`src/ccr_pkg.sv`:
```
// Package for the channel 1 configuration register block.
// Assumes a 32-bit APB master; one register at byte address 0x038.
package ccr_pkg;
    // Register index 0Eh; its byte address is four times the index
    localparam logic [7:0]  CHANNEL1_CONFIG_INDEX      = 8'h0E;
    localparam logic [11:0] CHANNEL1_CONFIG_ADDR       = 12'h038;
    localparam logic [15:0] CFG_RESET          = 16'h0000;
    localparam int          PHASE_MSB          = 15;
    localparam int          PHASE_LSB          = 6;
    localparam int          DCOFF_BIT          = 2;
    localparam int          SEL_MSB            = 1;
    localparam int          SEL_LSB            = 0;
    localparam logic [15:0] CFG_WRITE_MASK     = 16'hFFC7;

    typedef enum logic [1:0] {
        CCR_SEL_PINS,
        CCR_SEL_SHORT,
        CCR_SEL_POS_TEST,
        CCR_SEL_NEG_TEST
    } ccr_sel_e;

    // Analog routing controls for channel 1
    typedef struct packed {
        logic pins_on;
        logic short_on;
        logic pos_test_on;
        logic neg_test_on;
    } ccr_route_s;
endpackage
```
`src/ccr_ch1_config.sv`:
```
// Channel 1 configuration register with APB slave and decoded controls.
// Assumes APB master in mclk_in domain; analog routing acts on outputs.
// How it works
// - Bits 15:6 hold signed phase delay, reset zero
// - Bit 2 set disables channel 1 DC block
// - Bit 2 clear follows global DC setting
// - Select 00 routes own input pins, reset 00
// - Select 01 shorts converter inputs together
// - Select 10/11 apply positive/negative test signal
//
// The implementer's own choices: register access over APB and the register offsets.
`timescale 1ns/100ps
module ccr_ch1_config (
    input  wire logic                mclk_in,          // 40 MHz clock
    input  wire logic                srst_in,          // Sync reset, high
    input  wire logic                psel_in,          // APB select
    input  wire logic                penable_in,       // APB enable
    input  wire logic                pwrite_in,        // APB write
    input  wire logic [11:0]         paddr_in,         // APB byte address
    input  wire logic [31:0]         pwdata_in,        // APB write data
    input  wire logic [3:0]          pstrb_in,         // APB byte strobes
    input  wire logic [3:0]          global_dc_block_setting_in, // Shared
    output logic                     pready_out,       // APB ready
    output logic                     pslverr_out,      // APB error
    output logic [31:0]              prdata_out,       // APB read data
    output logic signed [9:0]        ch1_phase_delay_out, // Cycles
    output logic [3:0]               ch1_dc_block_out, // Effective DC
    output ccr_pkg::ccr_route_s      ch1_route_out     // Input routing
);
    logic [15:0] channel1_config;
    logic [15:0] next_channel1_config;
    logic        access;
    logic        hit;
    logic [1:0]  sel_field;

    assign access = psel_in && penable_in && !pready_out;
    assign hit    = (paddr_in == ccr_pkg::CHANNEL1_CONFIG_ADDR);
    assign sel_field = channel1_config[ccr_pkg::SEL_MSB:ccr_pkg::SEL_LSB];

    // Byte strobes merge; reserved bits forced low
    always_comb begin
        next_channel1_config = channel1_config;
        if (pstrb_in[0]) begin
            next_channel1_config[7:0] = pwdata_in[7:0];
        end
        if (pstrb_in[1]) begin
            next_channel1_config[15:8] = pwdata_in[15:8];
        end
        next_channel1_config = next_channel1_config
                             & ccr_pkg::CFG_WRITE_MASK;
    end

    // One wait state: ready rises in the access cycle after entry
    always_ff @(posedge mclk_in) begin
        if (srst_in) begin
            pready_out  <= 1'b0;
            pslverr_out <= 1'b0;
        end else begin
            pready_out  <= access;
            pslverr_out <= access && !hit;
        end
    end

    always_ff @(posedge mclk_in) begin
        if (srst_in) begin
            channel1_config <= ccr_pkg::CFG_RESET;
        end else if (access && hit && pwrite_in) begin
            channel1_config <= next_channel1_config;
        end
    end

    always_ff @(posedge mclk_in) begin
        if (srst_in) begin
            prdata_out <= 32'h0000_0000;
        end else if (access && !pwrite_in) begin
            if (hit) begin
                prdata_out <= {16'h0000, channel1_config};
            end else begin
                prdata_out <= 32'h0000_0000;
            end
        end
    end

    // Decoded controls registered so every output leaves a flop
    always_ff @(posedge mclk_in) begin
        if (srst_in) begin
            ch1_phase_delay_out <= 10'sh000;
            ch1_dc_block_out    <= 4'h0;
            ch1_route_out       <= '{1'b1, 1'b0, 1'b0, 1'b0};
        end else begin
            ch1_phase_delay_out <= signed'(channel1_config[
                ccr_pkg::PHASE_MSB:ccr_pkg::PHASE_LSB]);
            if (channel1_config[ccr_pkg::DCOFF_BIT]) begin
                ch1_dc_block_out <= 4'h0;
            end else begin
                ch1_dc_block_out <= global_dc_block_setting_in;
            end
            ch1_route_out.pins_on <= sel_field
                == ccr_pkg::CCR_SEL_PINS;
            ch1_route_out.short_on <= sel_field
                == ccr_pkg::CCR_SEL_SHORT;
            ch1_route_out.pos_test_on <= sel_field
                == ccr_pkg::CCR_SEL_POS_TEST;
            ch1_route_out.neg_test_on <= sel_field
                == ccr_pkg::CCR_SEL_NEG_TEST;
        end
    end

    // Field decode checks; each output lags the register by one cycle

    a_reset_value: assert property (@(posedge mclk_in)
        srst_in |=> channel1_config == 16'h0000)
        else $error("config not zero after reset");
    a_reserved_zero: assert property (@(posedge mclk_in)
        disable iff (srst_in) channel1_config[5:3] == 3'h0)
        else $error("reserved bits nonzero");
    a_phase_out: assert property (@(posedge mclk_in)
        disable iff (srst_in)
        ##1 ch1_phase_delay_out == $past(channel1_config[15:6]))
        else $error("phase output mismatch");
    a_dc_off: assert property (@(posedge mclk_in)
        disable iff (srst_in)
        channel1_config[2] |=> ch1_dc_block_out == 4'h0)
        else $error("dc block not disabled");
    // Sampled reset keeps out the release edge: output still idle there
    a_dc_follow: assert property (@(posedge mclk_in)
        disable iff (srst_in) !srst_in && !channel1_config[2]
        |=> ch1_dc_block_out == $past(global_dc_block_setting_in))
        else $error("dc block not following global");
    a_sel_pins: assert property (@(posedge mclk_in)
        disable iff (srst_in)
        channel1_config[1:0] == 2'h0 |=> ch1_route_out.pins_on
        && !ch1_route_out.short_on)
        else $error("pins not routed");
    a_sel_short: assert property (@(posedge mclk_in)
        disable iff (srst_in)
        channel1_config[1:0] == 2'h1 |=> ch1_route_out.short_on
        && !ch1_route_out.pins_on)
        else $error("inputs not shorted");
    a_sel_test: assert property (@(posedge mclk_in)
        disable iff (srst_in)
        channel1_config[1] |=> (ch1_route_out.pos_test_on
        != ch1_route_out.neg_test_on) && !ch1_route_out.pins_on)
        else $error("test signal select wrong");
    a_write_lands: assert property (@(posedge mclk_in)
        disable iff (srst_in)
        access && hit && pwrite_in && pstrb_in == 4'hF
        |=> channel1_config == ($past(pwdata_in[15:0]) & 16'hFFC7))
        else $error("write not stored");

    // Every decoded output returns to its idle value under reset
    a_reset_outputs: assert property (@(posedge mclk_in)
        srst_in |=> ch1_route_out.pins_on && !ch1_route_out.short_on
        && ch1_phase_delay_out == 10'sh000 && ch1_dc_block_out == 4'h0
        && !pready_out && !pslverr_out)
        else $error("outputs not idle after reset");

    // Bus handshake: one wait state, ready lasts one cycle
    a_ready_follows: assert property (@(posedge mclk_in)
        disable iff (srst_in) access |=> pready_out)
        else $error("ready did not follow access");

    a_ready_pulse: assert property (@(posedge mclk_in)
        disable iff (srst_in) pready_out |=> !pready_out)
        else $error("ready held longer than one cycle");

    a_ready_cause: assert property (@(posedge mclk_in)
        disable iff (srst_in) pready_out |-> $past(access))
        else $error("ready without an access");

    // Unmapped offsets answer with an error and change nothing
    a_err_unmapped: assert property (@(posedge mclk_in)
        disable iff (srst_in) access && !hit |=> pslverr_out)
        else $error("no error for unmapped offset");

    a_err_mapped: assert property (@(posedge mclk_in)
        disable iff (srst_in) access && hit |=> !pslverr_out)
        else $error("error on mapped offset");

    a_err_pulse: assert property (@(posedge mclk_in)
        disable iff (srst_in) pslverr_out |-> pready_out)
        else $error("error without ready");

    a_unmapped_keep: assert property (@(posedge mclk_in)
        disable iff (srst_in)
        access && !hit |=> $stable(channel1_config))
        else $error("unmapped access changed config");

    // Only a mapped write may move the register
    a_idle_keep: assert property (@(posedge mclk_in)
        disable iff (srst_in)
        !(access && hit && pwrite_in) |=> $stable(channel1_config))
        else $error("config changed without a write");

    // Unstrobed upper lane keeps its bits
    a_lane_keep: assert property (@(posedge mclk_in)
        disable iff (srst_in)
        access && hit && pwrite_in && !pstrb_in[1]
        |=> channel1_config[15:8] == $past(channel1_config[15:8]))
        else $error("unstrobed lane overwritten");

    // Reads return the register; upper half stays zero
    a_read_data: assert property (@(posedge mclk_in)
        disable iff (srst_in)
        access && hit && !pwrite_in
        |=> prdata_out == {16'h0000, $past(channel1_config)})
        else $error("read data wrong");

    // Read data holds until the next read
    a_read_hold: assert property (@(posedge mclk_in)
        disable iff (srst_in)
        !srst_in && !(access && !pwrite_in) |=> $stable(prdata_out))
        else $error("read data changed without a read");

    // Exactly one routing control is on at any time
    a_route_onehot: assert property (@(posedge mclk_in)
        disable iff (srst_in) $onehot(ch1_route_out))
        else $error("routing controls not one-hot");

    c_write: cover property (@(posedge mclk_in)
        access && hit && pwrite_in);
    c_read: cover property (@(posedge mclk_in)
        access && hit && !pwrite_in);
    c_bad_addr: cover property (@(posedge mclk_in) access && !hit);
    c_neg_test: cover property (@(posedge mclk_in)
        ch1_route_out.neg_test_on);
    c_dc_off: cover property (@(posedge mclk_in)
        channel1_config[ccr_pkg::DCOFF_BIT] ##1 ch1_dc_block_out == 4'h0);
endmodule

```
`config.mk`:
```
export PLATFORM = sky130hd
export DESIGN_NAME = ccr_ch1_config
export DESIGN_NICKNAME = d
export VERILOG_FILES = /design/src/ccr_pkg.sv /design/src/ccr_ch1_config.sv
export SDC_FILE = /design/constraint.sdc
export NUM_CORES = 1
export LEC_CHECK = 0
export ABC_AREA = 1
export BUFFER_PORTS_ARGS = -buffer_cell sky130_fd_sc_hd__buf_2
export CAP_MARGIN = 10
export CORE_AREA = 2 2 64 72
export CTS_CLUSTER_DIAMETER = 30
export DETAILED_ROUTE_END_ITERATION = 10
export DIE_AREA = 0 0 66 74
export PLACE_DENSITY = 0.82
export REMOVE_ABC_BUFFERS = 1
export SLEW_MARGIN = 20
export SYNTH_ARGS = -nofsm -noshare
export SYNTH_HDL_FRONTEND = slang
export SYNTH_SLANG_ARGS = --single-unit
```
`constraint.sdc`:
```
create_clock -name mclk_in -period 2.9 [get_ports mclk_in]
set_input_delay 0.58 -clock mclk_in [delete_from_list [all_inputs] [get_ports mclk_in]]
set_output_delay 0.58 -clock mclk_in [all_outputs]
set_load 0.01 [all_outputs]
```
==> metrics <==
critical path cell sequence=buf_2, clkinv_1, nand2_1, nor2_1; Slew HR=50.7%; Port Buffers=68; FF-to-FF End=prdata_out[13]$_SDFFE_PP0P_; die span in y=74 um; crit path launch type=input port; vias in the first global route=1294; Post-CTS Setup Bufs=0; CP max FO=28; hold path depth=2; routed via count=1476; HP Class=reg -> reg; Synth Cell Area=1860 sq um; Seq cells post-synth=46; antenna violations before repair=0; final core utilization=53.2%; Die ar.=4880 sq um; worst r2r src=pready_out$_SDFF_PP0_; Cell Pwr Density=509 nW/um^2; WP depth=4; reg2reg path depth=6; vias per std cell=4.24; fmax=543 MHz; clock sinks=46; Leakage=1.17 nW; Tmin final=1840 ps; HP Start=channel1_config[15]$_SDFFE_PP0P_; clock transition at the registers of the reported paths=80 ps; Synth cell types=22; Crit. End Element=flip-flop; TritonCTS clock tree=yes; H-tree depth=2; CTS resizes=0; Setup Skew=6.15 ps; post-DP HPWL=2400 um; DR pass1 iterations=6; worst hold endpoint=ch1_phase_delay_out[9]$_SDFF_PP0_; largest net degree at the start of global routing=29; number of nets with antenna violations after routing=0; Setup CP Type=in -> reg; Placer Congestion=0.691; Slowest cell on crit path=clkinv_1; r2r setup slk=1630 ps; Pwr Total=1.13 mW; row count=25; Root Driver=clkbuf_8; Max VDD drop=0.000213 V; CP max stage delay=680 ps; Syn-to-layout area delta=19.8%; syn avg cell area=8.24 sq um; Crit path required time=3080 ps; TritonCTS Buffers=5; GRT overflow=0; CP Buf/Inv Count=2; Nets=350; first-pass GRT wire length=5580 um; Initial Utilization=44.4%; setup TNS=0 ps; Post-CTS Hold Fix Bufs=0; Routed WL per cell=10.3 um; RSZ-0062 raised after global routing=no; post-synthesis sequential area ratio=49.5%; core area=4190 sq um; period utilisation layout=63.5%; WL final=3590 um; CP delay by family, top=buffers and inverters; Die X=66 um; Clk Latency, worst-skew pair=290 ps; IO Pins=109; Slew Limit Fails=0; drt drc=0; Cells after Synth=226; crit path DAT=2020 ps; number of DRC markers in iteration 0=74; Final Hold Vio Count=0; n_diodes=0; fraction of layout cells with a size suffix above 1=35.0%; Max Root-Sink Buffers=2; outcome=complete, no violations; max-capacitance violation count=0; number of synthesis warnings=0; # setup viols final=0; GRT Util Overall=15.3%; Worst setup startpoint=srst_in; worst-margin pin slew=734 ps
cells by family (layout without fill, tap and decap cells):
logic type	Yosys count	count (layout)	share of synthesized area [%]
simple gates	101	101	25.3
buf+inv	51	101	15.9
flops	46	46	49.5
compound gates	27	27	9.07
other cells	1	19	0.201
registers in the layout (all words and copies together) (netlist names):
register,cells
ch1_dc_block_out,4
pready_out,1
ch1_route_out,4
prdata_out,13
ch1_phase_delay_out,10
pslverr_out,1
channel1_config,13
per-stage QoR:
step           hold WS, ps  instance area (sq um)  cells  worst slack (ps)
2_1_floorplan          424                   1720    217              1170
3_3_place_gp           438                   2140    340               741
5_1_grt                479                   2230    348               883
3_5_place_dp           441                   2140    340               729
6_report               454                   2230    348              1060
4_1_cts                458                   2230    348              1020
cell usage in the layout (no fill, tap or decap), drive strengths merged:
master	count
dfxtp	46
clkbuf	7
conb	19
nand2	45
clkinv	2
o21ai	14
nor3	4
nand3	1
a21oi	13
buf	69
nand4	2
nor2	48
inv	23
and2	1
how the worst max path moves through the flow:
stage	to	slack, ps
after CTS	ch1_dc_block_out[0]$_SDFF_PP0_	1020
after global placement	ch1_dc_block_out[1]$_SDFF_PP0_	740
after global routing	ch1_dc_block_out[0]$_SDFF_PP0_	880
final	ch1_dc_block_out[0]$_SDFF_PP0_	1060
after floorplan	prdata_out[10]$_SDFFE_PP0P_	1170
after detailed placement	ch1_dc_block_out[0]$_SDFF_PP0_	730
cell type report:
| class | instances | area (sq um) |
|---|---|---|
| Fill cell | 427 | 1960 |
| Sequential cell | 46 | 921 |
| Clock buffer | 7 | 86.3 |
| Inverter | 24 | 90.1 |
| Tap cell | 54 | 67.6 |
| Multi-Input combinational cell | 147 | 712 |
| Timing Repair Buffer | 69 | 348 |
| Clock inverter | 1 | 5.00 |
report_power, final:
part           total (mW)  internal (mW)  switching [mW]
registers           0.649          0.644         0.00478
logic              0.0922         0.0352          0.0569
clock network       0.394          0.192           0.201
total                1.13          0.871           0.263
synth_stat cells, drive strengths merged:
cell	count	share of area, %
nor2	48	11
dfxtp	46	49
nand2	45	10
buf	25	11
inv	23	4.6
o21ai	14	3.8
a21oi	13	5.3
nor3	4	1.1
clkbuf	2	0.40
nand4	2	1.8
and2	1	0.47
clkinv	1	0.20
conb	1	0.20
nand3	1	0.54
worst register-to-register path, cell delays in order (launching register included):
cell and delay [ps]:
dfxtp_1 310, inv_1 60, nand3_2 120, nor2_2 100
buf_4 310, o21ai_0 150, a21oi_2 150
layer usage:
layer / GRT usage, % / part of all wire (%)
met2: 27.9 / 51
met4: 6.12 / 1.7
met5: 0 / 0
met1: 15.7 / 39
met3: 5.75 / 7.7
(Power assumes the default switching activity.)
